**config.mk**
```make
export PLATFORM = sky130hd
export DESIGN_NAME = strr_top
export DESIGN_NICKNAME = d
export VERILOG_FILES = /design/src/strr_pkg.sv /design/src/strr_top.sv
export SDC_FILE = /design/constraint.sdc
export NUM_CORES = 1
export LEC_CHECK = 0
export BUFFER_PORTS_ARGS = -buffer_cell sky130_fd_sc_hd__buf_4
export CORE_MARGIN = 3
export CORE_UTILIZATION = 50
export CTS_BUF_LIST = sky130_fd_sc_hd__clkbuf_8
export CTS_CLUSTER_DIAMETER = 200
export DETAILED_ROUTE_END_ITERATION = 8
export GPL_TIMING_DRIVEN = 0
export PLACE_DENSITY = 0.7
export SETUP_SLACK_MARGIN = 0.4
export SYNTH_ARGS = -nofsm -noshare
export SYNTH_HDL_FRONTEND = slang
export SYNTH_SLANG_ARGS = --single-unit
export TNS_END_PERCENT = 1
```
**constraint.sdc**
```tcl
create_clock -name mclk -period 4 [get_ports mclk]
set_input_delay 0.6 -clock mclk [delete_from_list [all_inputs] [get_ports mclk]]
set_output_delay 0.6 -clock mclk [all_outputs]
set_load 0.005 [all_outputs]
```
**src/strr_pkg.sv**
```systemverilog
package strr_pkg;

    // failure code layout, one bit per subtest
    localparam int CODE_W          = 10;
    localparam int BIT_PROG_MEM    = 0;
    localparam int BIT_WORK_MEM    = 1;
    localparam int BIT_FLASH       = 2;
    localparam int BIT_OPT_BUF     = 3;
    localparam int BIT_DIG_POT     = 4;
    localparam int BIT_LOOPBACK    = 5;
    localparam int BIT_MAX_VOLT    = 6;
    localparam int BIT_MIN_VOLT    = 7;
    localparam int BIT_QTR_OUT     = 8;
    localparam int BIT_QTR_RDBK    = 9;
    // bits that the confidence test may report
    localparam logic [9:0] CONF_MASK = 10'h01f;

    // error queue codes of power-up failures
    localparam logic [9:0] EQ_NONE       = 10'h000;
    localparam logic [9:0] EQ_CONTROLLER = 10'h191;
    localparam logic [9:0] EQ_BUS        = 10'h192;
    localparam logic [9:0] EQ_DIGITAL    = 10'h193;
    localparam logic [9:0] EQ_ANALOG     = 10'h194;

    // power-up fault indices
    localparam int PU_MEM    = 0;
    localparam int PU_BUS    = 1;
    localparam int PU_TIMER  = 2;
    localparam int PU_OPT    = 3;
    localparam int PU_REF    = 4;
    localparam int PU_DAC    = 5;
    localparam int PU_LIMIT  = 6;
    localparam int PU_AMP    = 7;
    localparam int PU_N      = 8;

    // register offsets
    localparam logic [3:0] REG_CMD      = 4'h0;
    localparam logic [3:0] REG_RESULT   = 4'h1;
    localparam logic [3:0] REG_PERIOD   = 4'h2;
    localparam logic [3:0] REG_STATUS   = 4'h3;
    localparam logic [3:0] REG_IRQ_EN   = 4'h4;
    localparam logic [3:0] REG_IRQ_CLR  = 4'h5;
    localparam logic [3:0] REG_PU_EQ    = 4'h6;
    localparam logic [3:0] REG_PU_FAULT = 4'h7;

    // command bits
    localparam int CMD_CONF = 0;
    localparam int CMD_INSTR = 1;

    // interrupt status bits
    localparam int IRQ_DONE   = 0;
    localparam int IRQ_FAIL   = 1;
    localparam int IRQ_PU     = 2;
    localparam int IRQ_ADDR   = 3;
    localparam int IRQ_W      = 4;

    // tone timing, in ms, and cycles at 100 MHz
    localparam int CLK_MHZ     = 100;
    localparam int LONG_MS     = 300;
    localparam int SHORT_MS    = 100;
    localparam int GAP_MS      = 100;
    localparam int PAUSE_MS    = 1000;
    localparam int LONG_CYC    = LONG_MS * CLK_MHZ * 1000;
    localparam int SHORT_CYC   = SHORT_MS * CLK_MHZ * 1000;
    localparam int GAP_CYC     = GAP_MS * CLK_MHZ * 1000;
    localparam int PAUSE_CYC   = PAUSE_MS * CLK_MHZ * 1000;
    localparam logic [31:0] PERIOD_RST = 32'h0000_0000;

    // test sequencer states
    typedef enum logic [2:0] {
        ST_IDLE    = 3'b000,
        ST_RUN     = 3'b001,
        ST_WAIT    = 3'b010,
        ST_PU_HOLD = 3'b011,
        ST_ADDR    = 3'b100
    } strr_state_type;

    // one subtest request towards the checkers
    typedef struct packed {
        logic       start;
        logic [3:0] index;
        logic       output_ok;
    } strr_subreq_type;

    // register bus request
    typedef struct packed {
        logic [3:0]  addr;
        logic [31:0] wdata;
        logic        wr;
        logic        rd;
    } strr_bus_type;

endpackage

```
**src/strr_top.sv**
```systemverilog
// The address map and the address-and-strobe port were chosen for this implementation.
`timescale 1ns/1ps
`default_nettype none

// Behaviour
// - power-up, periodic and commanded test runs
// - power-up failures go to queue and beeper
// - power-up queue codes 401 to 404
// - eight coded power-up beep patterns
// - confidence test leaves output untouched
// - zero on pass, else 1..1023
// - each failing subtest sets own bit
// - all subtests always run to completion
// - bits 0-4 reported by both tests
// - bits 5-7 only in extended test
// - bits 8-9 only in extended test
// - converter/limit/amp first, then output limits
// - current-mode limit check at one volt
// - readback checked in high, low scales
// - zero address: equal beeps, wait
// - valid address: stop beep, send code
module strr_top #(
    parameter int LONG_CYC  = strr_pkg::LONG_CYC,   // long tone length
    parameter int SHORT_CYC = strr_pkg::SHORT_CYC,  // short tone length
    parameter int GAP_CYC   = strr_pkg::GAP_CYC,    // gap between tones
    parameter int PAUSE_CYC = strr_pkg::PAUSE_CYC   // pause between patterns
) (
    input  wire logic                  mclk,
    input  wire logic                  rstn,
    input  wire strr_pkg::strr_bus_type bus,
    output logic [31:0]                rdata,
    output logic                       irq,
    output strr_pkg::strr_subreq_type  sub_req,
    input  wire logic                  sub_done,
    input  wire logic                  sub_fail,
    input  wire logic [7:0]            pu_fault,
    input  wire logic                  pu_done,
    input  wire logic [4:0]            bus_address_switch,
    output logic                       eq_valid,
    output logic [9:0]                 eq_code,
    output logic                       beep
);

    // sequencer state
    strr_pkg::strr_state_type state;
    strr_pkg::strr_state_type next_state;
    logic [3:0]  sub_idx;        // subtest under way
    logic [3:0]  last_idx;       // last subtest of this run
    logic        busy_sub;       // request outstanding
    logic [9:0]  acc;            // accumulated failures
    logic [9:0]  result;         // last completed code
    logic        instr_run;      // extended test run
    // software side
    logic [31:0] period;         // periodic interval, 0 = off
    logic [31:0] per_cnt;        // idle cycles since last run
    logic [3:0]  irq_stat;       // sticky event bits
    logic [3:0]  irq_en;         // event enables
    // power-up side
    logic [7:0]  pu_latched;     // power-up faults seen
    logic [9:0]  pu_code;        // queued power-up code
    logic        pu_pending;     // code awaits a valid address

    // decode of register strobes
    wire wr_cmd  = bus.wr && bus.addr == strr_pkg::REG_CMD;
    wire wr_per  = bus.wr && bus.addr == strr_pkg::REG_PERIOD;
    wire wr_en   = bus.wr && bus.addr == strr_pkg::REG_IRQ_EN;
    wire wr_clr  = bus.wr && bus.addr == strr_pkg::REG_IRQ_CLR;
    wire addr_zero = bus_address_switch == 5'h0_0;
    wire idle    = state == strr_pkg::ST_IDLE;
    // commands count only when idle;
    // a busy sequencer drops them
    wire go_conf  = idle && wr_cmd && bus.wdata[strr_pkg::CMD_CONF];
    wire go_instr = idle && wr_cmd && !bus.wdata[strr_pkg::CMD_CONF]
                    && bus.wdata[strr_pkg::CMD_INSTR];
    // a command beats the timer
    wire go_per  = idle && !wr_cmd && period != 32'h0000_0000
                   && per_cnt >= period;
    wire start_run = go_conf || go_instr || go_per;
    // subtest ends on its done pulse
    wire sub_fin = state == strr_pkg::ST_RUN && busy_sub && sub_done;
    wire run_end = sub_fin && sub_idx == last_idx;

    // power-up fault to queue code
    // several faults: memory or timer first, then bus, optical, analog
    function automatic logic [9:0] pu_eq(input logic [7:0] f);
        if (f[strr_pkg::PU_MEM] || f[strr_pkg::PU_TIMER])
            pu_eq = strr_pkg::EQ_CONTROLLER;
        else if (f[strr_pkg::PU_BUS])
            pu_eq = strr_pkg::EQ_BUS;
        else if (f[strr_pkg::PU_OPT])
            pu_eq = strr_pkg::EQ_DIGITAL;
        else if (f[7:4] != 4'h0)
            pu_eq = strr_pkg::EQ_ANALOG;
        else
            pu_eq = strr_pkg::EQ_NONE;
    endfunction

    // pattern per fault: 3 tones, 1 = long; bit 3 flags equal on/off
    // lowest fault picks it
    function automatic logic [3:0] pu_pat(input logic [7:0] f);
        if (f[strr_pkg::PU_MEM])        pu_pat = 4'h8;
        else if (f[strr_pkg::PU_BUS])   pu_pat = 4'h4;
        else if (f[strr_pkg::PU_TIMER]) pu_pat = 4'h6;
        else if (f[strr_pkg::PU_OPT])   pu_pat = 4'h5;
        else if (f[strr_pkg::PU_REF])   pu_pat = 4'h3;
        else if (f[strr_pkg::PU_DAC])   pu_pat = 4'h2;
        else if (f[strr_pkg::PU_LIMIT]) pu_pat = 4'h1;
        else                            pu_pat = 4'h0;
    endfunction

    // sequencer next state
    // power-up comes first; runs
    // start only from idle
    always_comb begin
        next_state = state;
        case (state)
            strr_pkg::ST_IDLE: begin
                if (pu_pending && addr_zero)
                    next_state = strr_pkg::ST_ADDR;
                else if (start_run)
                    next_state = strr_pkg::ST_RUN;
            end
            strr_pkg::ST_RUN: begin
                if (run_end)
                    next_state = strr_pkg::ST_IDLE;
            end
            strr_pkg::ST_WAIT: begin
                if (pu_done)
                    next_state = (pu_fault != 8'h00) ? strr_pkg::ST_PU_HOLD
                                                     : strr_pkg::ST_IDLE;
            end
            strr_pkg::ST_PU_HOLD: begin
                if (addr_zero)
                    next_state = strr_pkg::ST_ADDR;
            end
            strr_pkg::ST_ADDR: begin
                if (!addr_zero)
                    next_state = strr_pkg::ST_IDLE;
            end
            default: next_state = strr_pkg::ST_IDLE;
        endcase
    end

    // state register; reset waits for power-up checks
    always_ff @(posedge mclk or negedge rstn) begin
        if (!rstn) state <= strr_pkg::ST_WAIT;
        else       state <= next_state;
    end

    // subtest walk; instrument order puts converter/limit/amp
    // (index 0..4 internal) before output-driving ones 5..9
    // acc clears at each start
    always_ff @(posedge mclk or negedge rstn) begin
        if (!rstn) begin
            sub_idx   <= 4'h0;
            last_idx  <= 4'h0;
            busy_sub  <= 1'b0;
            acc       <= 10'h000;
            instr_run <= 1'b0;
        end else if (start_run && idle && !(pu_pending && addr_zero)) begin
            sub_idx   <= 4'h0;
            last_idx  <= go_instr ? 4'h9 : 4'h4;
            instr_run <= go_instr;
            acc       <= 10'h000;
            busy_sub  <= 1'b1;
        end else if (sub_fin) begin
            if (sub_fail)
                acc[sub_idx] <= 1'b1;
            sub_idx  <= sub_idx + 4'h1;
            busy_sub <= !run_end;
        end
    end

    // output may be driven only after internal checks pass;
    // indices 0..4 never touch the supply output, so
    // confidence runs and the first half of an extended
    // run leave it alone
    wire int_ok  = acc[4:0] == 5'h00;                     // internal bits clean
    wire out_idx = sub_idx >= 4'(strr_pkg::BIT_LOOPBACK);
    assign sub_req = '{start:     busy_sub && state == strr_pkg::ST_RUN,
                       index:     sub_idx,
                       output_ok: instr_run && out_idx && int_ok};

    // final code; confidence runs mask extended bits
    // last failure merged here, as acc
    // takes it only at this edge
    wire [9:0] final_acc = acc | (sub_fail ? 10'h001 << sub_idx : 10'h000);
    always_ff @(posedge mclk or negedge rstn) begin
        if (!rstn) result <= 10'h000;
        else if (run_end)
            result <= instr_run ? final_acc
                                : final_acc & strr_pkg::CONF_MASK;
    end

    // periodic timer
    // a zero period only blocks go_per
    always_ff @(posedge mclk or negedge rstn) begin
        if (!rstn)          per_cnt <= 32'h0000_0000;
        else if (start_run) per_cnt <= 32'h0000_0000;
        else if (idle)      per_cnt <= per_cnt + 32'h0000_0001;
    end

    // software registers
    // reads have no side effects
    always_ff @(posedge mclk or negedge rstn) begin
        if (!rstn) begin
            period <= strr_pkg::PERIOD_RST;
            irq_en <= 4'h0;
        end else begin
            if (wr_per) period <= bus.wdata;
            if (wr_en)  irq_en <= bus.wdata[3:0];
        end
    end

    // power-up capture and pending queue entry
    // entry waits for a valid address
    always_ff @(posedge mclk or negedge rstn) begin
        if (!rstn) begin
            pu_latched <= 8'h00;
            pu_code    <= 10'h000;
            pu_pending <= 1'b0;
        end else if (state == strr_pkg::ST_WAIT && pu_done) begin
            pu_latched <= pu_fault;
            pu_code    <= pu_eq(pu_fault);
            pu_pending <= pu_fault != 8'h00;
        end else if (state == strr_pkg::ST_ADDR && !addr_zero) begin
            pu_pending <= 1'b0;
        end
    end

    // queue output pulse
    // one pulse per address entry
    always_ff @(posedge mclk or negedge rstn) begin
        if (!rstn) begin
            eq_valid <= 1'b0;
            eq_code  <= 10'h000;
        end else begin
            eq_valid <= state == strr_pkg::ST_ADDR && !addr_zero;
            if (state == strr_pkg::ST_ADDR && !addr_zero)
                eq_code <= pu_code;
        end
    end

    // sticky status; a set in the clearing cycle survives
    wire [3:0] irq_set = {state == strr_pkg::ST_ADDR && !addr_zero,
                          state == strr_pkg::ST_WAIT && pu_done && pu_fault != 8'h00,
                          run_end && (final_acc != 10'h000),
                          run_end};
    always_ff @(posedge mclk or negedge rstn) begin
        if (!rstn) irq_stat <= 4'h0;
        else       irq_stat <= (irq_stat & ~(wr_clr ? bus.wdata[3:0] : 4'h0)) | irq_set;
    end
    assign irq = (irq_stat & irq_en) != 4'h0;

    // read mux
    // zero outside read cycles, so
    // stale data never lingers
    always_ff @(posedge mclk or negedge rstn) begin
        if (!rstn) rdata <= 32'h0000_0000;
        else if (bus.rd) begin
            case (bus.addr)
                strr_pkg::REG_CMD:      rdata <= {31'h0, !idle};
                strr_pkg::REG_RESULT:   rdata <= {22'h0, result};
                strr_pkg::REG_PERIOD:   rdata <= period;
                strr_pkg::REG_STATUS:   rdata <= {28'h0, irq_stat};
                strr_pkg::REG_IRQ_EN:   rdata <= {28'h0, irq_en};
                strr_pkg::REG_PU_EQ:    rdata <= {22'h0, pu_code};
                strr_pkg::REG_PU_FAULT: rdata <= {24'h0, pu_latched};
                default:                rdata <= 32'h0000_0000;
            endcase
        end else rdata <= 32'h0000_0000;
    end

    // beeper: tone index 0..2, on phase then gap; equal mode alternates
    // counts restart when silent, so
    // each pattern opens in full, save the equal one entered from ST_PU_HOLD
    logic [31:0] bcnt;
    logic [1:0]  tone;
    logic        on_ph;
    wire [3:0] pat = addr_zero && state == strr_pkg::ST_ADDR ? 4'h8 : pu_pat(pu_latched);
    wire beeping = state == strr_pkg::ST_PU_HOLD || state == strr_pkg::ST_ADDR;
    wire cur_long = pat[2 - tone];
    wire [31:0] on_len  = pat[3] ? SHORT_CYC : (cur_long ? LONG_CYC : SHORT_CYC);
    wire [31:0] off_len = pat[3] ? SHORT_CYC : (tone == 2'd2 ? PAUSE_CYC : GAP_CYC);
    wire ph_end = bcnt + 32'h0000_0001 >= (on_ph ? on_len : off_len);
    always_ff @(posedge mclk or negedge rstn) begin
        if (!rstn) begin
            bcnt  <= 32'h0000_0000;
            tone  <= 2'd0;
            on_ph <= 1'b1;
        end else if (!beeping) begin
            bcnt  <= 32'h0000_0000;
            tone  <= 2'd0;
            on_ph <= 1'b1;
        end else if (ph_end) begin
            bcnt  <= 32'h0000_0000;
            on_ph <= !on_ph;
            if (!on_ph) tone <= (tone == 2'd2 || pat[3]) ? 2'd0 : tone + 2'd1;
        end else bcnt <= bcnt + 32'h0000_0001;
    end
    assign beep = beeping && on_ph;

    // assertions
    // silent once entry is out
    no_beep_idle_a: assert property (@(posedge mclk) disable iff (!rstn)
        idle |-> !beep) else $error("beep while idle");

    // no extended confidence bits
    conf_mask_a: assert property (@(posedge mclk) disable iff (!rstn)
        $rose(run_end) && !instr_run |=> result[9:5] == 5'h00) else $error("extended bits in confidence");

    // failures never cut a run
    run_all_a: assert property (@(posedge mclk) disable iff (!rstn)
        sub_fin && sub_fail && !run_end |=> state == strr_pkg::ST_RUN) else $error("run aborted");

    // only power-up codes leave
    eq_range_a: assert property (@(posedge mclk) disable iff (!rstn)
        eq_valid |-> eq_code >= strr_pkg::EQ_CONTROLLER && eq_code <= strr_pkg::EQ_ANALOG)
        else $error("bad queue code");

    // zero switches keep waiting
    addr_wait_a: assert property (@(posedge mclk) disable iff (!rstn)
        state == strr_pkg::ST_ADDR && addr_zero |=> state == strr_pkg::ST_ADDR) else $error("left wait");

    // confidence keeps output off
    out_gate_a: assert property (@(posedge mclk) disable iff (!rstn)
        sub_req.output_ok |-> instr_run) else $error("output driven by confidence");

    // failing subtest keeps bit
    fail_bit_a: assert property (@(posedge mclk) disable iff (!rstn)
        sub_fin && sub_fail && !run_end |=> acc[$past(sub_idx)]) else $error("fail bit lost");

    // enabled status raises irq
    irq_lvl_a: assert property (@(posedge mclk) disable iff (!rstn)
        (irq_stat & irq_en) != 4'h0 |-> irq) else $error("irq missing");

    // busy commands are dropped
    busy_cmd_a: assert property (@(posedge mclk) disable iff (!rstn)
        wr_cmd && !idle |=> last_idx == $past(last_idx)) else $error("busy command taken");

    // confidence covers bits 0..4
    conf_len_a: assert property (@(posedge mclk) disable iff (!rstn)
        go_conf && !pu_pending |=> last_idx == 4'h4) else $error("confidence length");

    // extended covers bits 0..9
    instr_len_a: assert property (@(posedge mclk) disable iff (!rstn)
        go_instr && !pu_pending |=> last_idx == 4'h9) else $error("extended length");

    // optical alone: digital code
    pu_code_a: assert property (@(posedge mclk) disable iff (!rstn)
        state == strr_pkg::ST_WAIT && pu_done && pu_fault[3:0] == 4'h8
        |=> pu_code == strr_pkg::EQ_DIGITAL) else $error("optical code");

    // output after clean internals
    out_order_a: assert property (@(posedge mclk) disable iff (!rstn)
        sub_req.output_ok |-> sub_req.index >= 4'h5 && acc[4:0] == 5'h00) else $error("output too early");

    // one queue pulse per entry
    eq_pulse_a: assert property (@(posedge mclk) disable iff (!rstn)
        eq_valid |=> !eq_valid) else $error("queue pulse repeated");

    // clear never beats done
    stat_set_a: assert property (@(posedge mclk) disable iff (!rstn)
        run_end |=> irq_stat[strr_pkg::IRQ_DONE]) else $error("done bit lost");

    // clean run returns zero
    pass_zero_a: assert property (@(posedge mclk) disable iff (!rstn)
        run_end && final_acc == 10'h000 |=> result == 10'h000) else $error("pass not zero");

endmodule

`default_nettype wire
```
# Word level (Yosys, flattened, before mapping)
# Cells that the tools add are included.
[word_totals]
in_bits = 56
reg_bits = 202
output_inout_bits = 51
[classes]
n_reduce_logical = 54
bitwise = 6
add_sub_neg = 5
n_eq_ne = 20
magnitude_cmp = 6
shifts = 1
muxes = 54
[op_table]
columns = ["op", "n"]
rows = [
  ["$pmux 32 s7", 1],
  ["$mux 32", 5],
  ["$mux 27", 3],
  ["$add 32x1->32 const B", 2],
  ["$mux 10", 5],
  ["$mux 25", 2],
  ["$mux 9", 4],
  ["$ge 32x27->1", 1],
  ["$ge 32x32->1", 1],
  ["$lt 32x3->1 const B", 1],
  ["$reduce_bool 32->1", 1],
  ["$mux 3", 9],
  ["$logic_and 1x1->1", 26],
  ["$mux 4", 6],
  ["$or 10x10->10", 2],
  ["$eq 4x3->1 const B", 4],
  ["$pmux 3 s5", 1],
  ["$mux 2", 7],
  ["$logic_not 5->1", 2],
  ["$ne 2x2->1 const B", 5],
  ["$reduce_bool 10->1", 1],
  ["$shl 1x4->10 const A", 1],
  ["$mux 1", 9],
  ["$and 4x4->4", 2],
  ["28 further kinds", 45],
]

# Depth between registers and ports, before layout
[depth]
word_depth = 16
ltp_mapped = 18
depth_no_buf = 17

# Worst setup path after synthesis
# OpenSTA, ideal clock, no wires.
[synth_timing]
path_type = "input to register"
from = "input port bus_address_switch[0]"
to = "register tone[0]"
t_arrival_ns = 3.897
cell_stages = 16
n_path_buf = 1
setup_ns = 0.083
slack_ns = 0.020
path_cell_list = "or4_1 nor2_1 a211oi_1 and2_1 or2_2 inv_1 ha_1 nor2b_1 o21a_1 o21a_1 o311ai_0 o211ai_1 a211o_1 buf_6 a21o_1 o21ai_0"
[synth_between]
elab_chain_len = 11
word_cells_on_any_way = 17
classes_between = "1 x order compare; 1 x eq/ne; 11 x mux; 4 x reduce/logical"
[synth_rtl]
columns = ["element", "line_no", "rtl"]
rows = [
  ["from (decl)", "strr_top.sv:38", "input wire logic [4:0] bus_address_switch,"],
  ["$logic_not 5->1 (*)", "strr_top.sv:68", "wire addr_zero = bus_address_switch == 5'h0_0;"],
  ["$logic_and 1x1->1 (*)", "strr_top.sv:280", "wire [3:0] pat = addr_zero && state == strr_pkg::ST_ADDR ? 4'h8 : pu_pat(pu_latched);"],
  ["$mux 4 (*)", "strr_top.sv:280", ""],
  ["$bmux 1 s2", "strr_top.sv:282", "wire cur_long = pat[2 - tone];"],
  ["$mux 1 (not written as such)", "strr_top.sv:282", ""],
  ["$mux 25 (2 in series)", "strr_top.sv:283", "wire [31:0] on_len = pat[3] ? SHORT_CYC : (cur_long ? LONG_CYC : SHORT_CYC);"],
  ["$mux 27", "strr_top.sv:285", "wire ph_end = bcnt + 32'h0000_0001 >= (on_ph ? on_len : off_len);"],
  ["$ge 32x27->1", "strr_top.sv:285", ""],
  ["$ne 2x1->1 (no line)", "-", ""],
  ["$reduce_and 2->1 (no line)", "-", ""],
  ["to (signal assigned)", "strr_top.sv:298", "if (!on_ph) tone <= (tone == 2'd2 || pat[3]) ? 2'd0 : tone + 2'd1;"],
  ["to (decl)", "strr_top.sv:278", "logic [1:0] tone;"],
]
# Mark *: on every way between the ends. The rest lies on a longest branch, timed or not. The select of a mux whose other input is x is not followed.
# A chain may end at the register's enable or synchronous reset.

# Final worst setup path
[layout_timing]
from = "register pu_latched[5]"
to = "register on_ph"
[layout_between]
elab_chain_len = 14
[layout_rtl]
columns = ["element", "line_no", "rtl"]
rows = [
  ["from (decl)", "strr_top.sv:59", "logic [7:0] pu_latched;"],
  ["from (signal assigned)", "strr_top.sv:223", "pu_latched <= pu_fault;"],
  ["$mux 2", "strr_top.sv:106", "else if (f[strr_pkg::PU_DAC]) pu_pat = 4'h2;"],
  ["$mux 2", "strr_top.sv:105", "else if (f[strr_pkg::PU_REF]) pu_pat = 4'h3;"],
  ["$mux 3", "strr_top.sv:104", "else if (f[strr_pkg::PU_OPT]) pu_pat = 4'h5;"],
  ["$mux 3", "strr_top.sv:103", "else if (f[strr_pkg::PU_TIMER]) pu_pat = 4'h6;"],
  ["$mux 3", "strr_top.sv:102", "else if (f[strr_pkg::PU_BUS]) pu_pat = 4'h4;"],
  ["$mux 4", "strr_top.sv:101", "if (f[strr_pkg::PU_MEM]) pu_pat = 4'h8;"],
  ["$mux 4", "strr_top.sv:280", ""],
  ["$bmux 1 s2", "strr_top.sv:282", ""],
  ["$mux 1 (not written as such)", "strr_top.sv:282", ""],
  ["$mux 25 (2 in series)", "strr_top.sv:283", ""],
  ["$mux 27", "strr_top.sv:285", ""],
  ["$ge 32x27->1", "strr_top.sv:285", ""],
  ["$ne 2x1->1 (no line)", "-", ""],
  ["to (signal assigned)", "strr_top.sv:297", "on_ph <= !on_ph;"],
  ["to (decl)", "strr_top.sv:279", "logic on_ph;"],
]
# No other way between the ends. The select of a mux whose other input is x is not followed.

==> key figures <==
Yosys
  • Post-Synthesis Cells: 971
  • Synth top area cells: dfrtp_1 (48%), ha_1 (7.3%), mux2_2 (5.4%), nor2_1 (3.6%), nand2_1 (2.9%)
  • Syn. warnings: 0
  • Ys async rst share: between 90% and 100%
  • #FFs+latches synth: around 190
  • Yosys top cell area share: a little under half
  • Sequential share of the synthesized area: 48.05%
  • Syn Area/Cell: ~10 um2
  • Cell Area, Synth: 9744 um2
  • Ys flop type: dfrtp_1
  • Post-synth EDFFs: 0
  • Yosys cell types: 59
  • Post-synth top area cell: dfrtp_1

Timing
  • Crit path time final: 3.606 ns
  • Clk_skew: 0.01141 ns
  • Final Hold Vio Count: 0
  • Worst Setup Slack, final: 0.3945 ns
  • Slew headroom: around 37%
  • Period utilisation layout: 90.14%
  • Worst-Margin Slew: 0.9353 ns
  • Slew Limit Fails: 0
  • RSZ-0062 raised after global routing: yes
  • Setup_tns: 0 ns
  • Number of setup violations in the final report: 0
  • Achievable frequency: 0.2774 GHz

Critical path
  • Reg2reg end: on_ph
  • R2R setup slack: 0.39 ns
  • Required @ worst endpoint: 4.38 ns
  • FF-to-FF Start: pu_latched[5]
  • Crit path DAT: 3.99 ns
  • FF-to-FF path depth: 17
  • Crit path launch type: register
  • Worst setup path category: reg -> reg
  • Critical Path End Type: register
  • CP Max Fanout: 10

Placed design
  • Hpwl dp: between 15000 and 20000 um
  • I/O Buffers: 100
  • RePlAce Congestion: 0.8504
  • Place WS: -0.1139 ns

Detailed routing
  • Starting DRT DRC Count: 437
  • First drt pass iteration count: 4
  • Post-route ant nets: 0
  • WL final: 22780 um
  • Via/cell ratio: 5.417
  • Via count: 7438
  • Residual DRC: 0
  • Wire per inst: 16.59 um

CTS
  • Clk_lat worst skew: 0.45 ns
  • CTS sink cnt: 187
  • Clock tree root driver cell: clkbuf_8
  • Max Root-Sink Buffers: 2
  • H-tree Lvls: 4
  • Clock transition at path regs: 0.09 ns
  • TritonCTS clock tree: yes
  • Num CTS Buffers: 17
  • Hold buffers post-CTS: 0

Finish
  • Leading cell types in the layout, fill and taps excluded: dfrtp_1 (184), buf_4 (106), nor2_1 (93), nand2_1 (75), ha_1 (57)
  • Finished Core Util: 60.34%
  • Layout cells sized above 1: 19.50%
  • Most common cell after layout, fill and taps aside: dfrtp_1
  • Final net count: 1213
  • Area Growth Syn to Fin: 17.37%
  • Diode count: 0

Run status
  • Status: complete, no violations

Floorplanning
  • Number of cell rows: 50
  • DIE HEIGHT: between 100 and 150 um
  • Die area: around 21000 um2
  • Top-Level Pins: 107
  • Starting density of the core: 51.41%
  • Die span in x: 145.6 um
  • Core Area: between 15000 and 20000 um2

GRT
  • Aggregate global-route resource usage: a little over a fifth
  • Met2 usage: ~35%
  • First-pass GRT wire length: about 38000 um
  • Number of global-route vias before repair: 7321
  • Top Usage Layer GRT: met2
  • Antenna violations before repair: 0
  • Total congestion overflow: 0
  • Largest net degree at the start of global routing: 112
  • GRT met3 Usage: 3.208%
  • Met1 Use GR: a little under a third

Pwr
  • Pwr/cell area: between 500 and 600 nW/um2
  • Static Leakage: about 5.5 nW
  • IR drop worst, VDD: around 0.29 mV

Worst hold path
  • Hold Path Class: in -> async

Run
  • Max-Cap Viols: 0
## cells by family after synthesis
group / after synthesis / share of synthesized area [%]
adders and majority gates: 57 / 7.319
buffers and inverters: 95 / 4.032
xor gates and xnor gates: 56 / 5.033
DFF: 187 / 48.05
muxes: 57 / 6.459
AOI/OAI and AO/OA: 151 / 9.862
and+or+nand+nor: 367 / 19.21
other: 1 / 0.03848
## flip-flops by register name (all words and copies together) (netlist names), 8 cells and up
register    flops
per_cnt        32
period         32
pu_latched      8
result         10
rdata          32
bcnt           32
acc            10
## timing repair
action,4_1_cts,5_1_grt
endpoints found under the setup margin,49,59
resized for setup,8,5
buffers inserted,1,0
hold endpoints to repair,0,0
pin swaps,1,0
## critical path: stages, from the launching register on
cell,delay [ns]
dfrtp_1,0.45
nand2b_1,0.18
a21oi_1,0.18
nor2_1,0.06
nor3_1,0.12
a31oi_1,0.07
a2111oi_2,0.34
or2_4,0.23
inv_4,0.05
ha_1,0.30
nor2b_1,0.14
o21a_1,0.16
o21a_1,0.17
o311ai_1,0.22
o211ai_1,0.13
a211o_1,0.33
buf_2,0.21
a21oi_1,0.18
## worst max-delay path by stage
stage                                      from  endpoint  slack, ns  cells past startpoint
after floorplan           bus_address_switch[0]   tone[0]       0.42                     16
after global placement                 state[1]   tone[1]      -0.07                     15
after detailed placement               state[1]   tone[1]      -0.11                     15
after CTS                               bcnt[0]     on_ph       0.36                     14
after global routing              pu_latched[5]     on_ph       0.14                     18
final                             pu_latched[5]     on_ph       0.39                     17
## where the power goes
group	internal (mW)	total, mW	leakage, nW	switching, mW
logic	0.885	1.97	2.83	1.08
registers	2.28	2.72	2.47	0.443
clock network	0.811	1.47	0.244	0.664
## metrics by stage
stage / cells / total power [mW] / cell area (um2) / hold slack [ns]
finish: 1373 / 6.166 / 11440 / 0.09694
CTS: 1373 / 6.191 / 11430 / 0.09951
global route: 1373 / 6.601 / 11440 / 0.1238
floorplan: 979 / 3.982 / 9798 / 0.3044
detailed placement: 1340 / 4.691 / 10920 / 0.4738
global placement: 1339 / 4.614 / 10870 / 0.4665
## cells in the mapped netlist (18+ instances only)
cell        n
ha_1       57
nand3_1    38
inv_1      52
mux2_2     47
xnor2_1    25
a31oi_1    18
o21ai_0    30
and3_1     34
clkbuf_1   27
dfrtp_1   185
nand4_1    22
a21oi_1    42
nor2_1     94
xor2_1     31
nand2_1    75
nor2b_1    22
## area by class of cell
class,count,area [um2]
Buffer,43,202.7
Timing Repair Buffer,102,793.3
Clock buffer,21,289.0
Tap cell,260,325.3
Inverter,52,197.7
Clock inverter,11,188.9
Sequential cell,187,4683
Multi-Input combinational cell,697,4757
Fill cell,1639,7518
## per-layer routing
layer  up-vias  share of wire [%]
met1      3581                 48
li1       3675                  -
met3        26                3.9
met5         -                  0
met2       156                 47
met4         0                1.1
No activity file was read; power rests on OpenSTA's default activity.
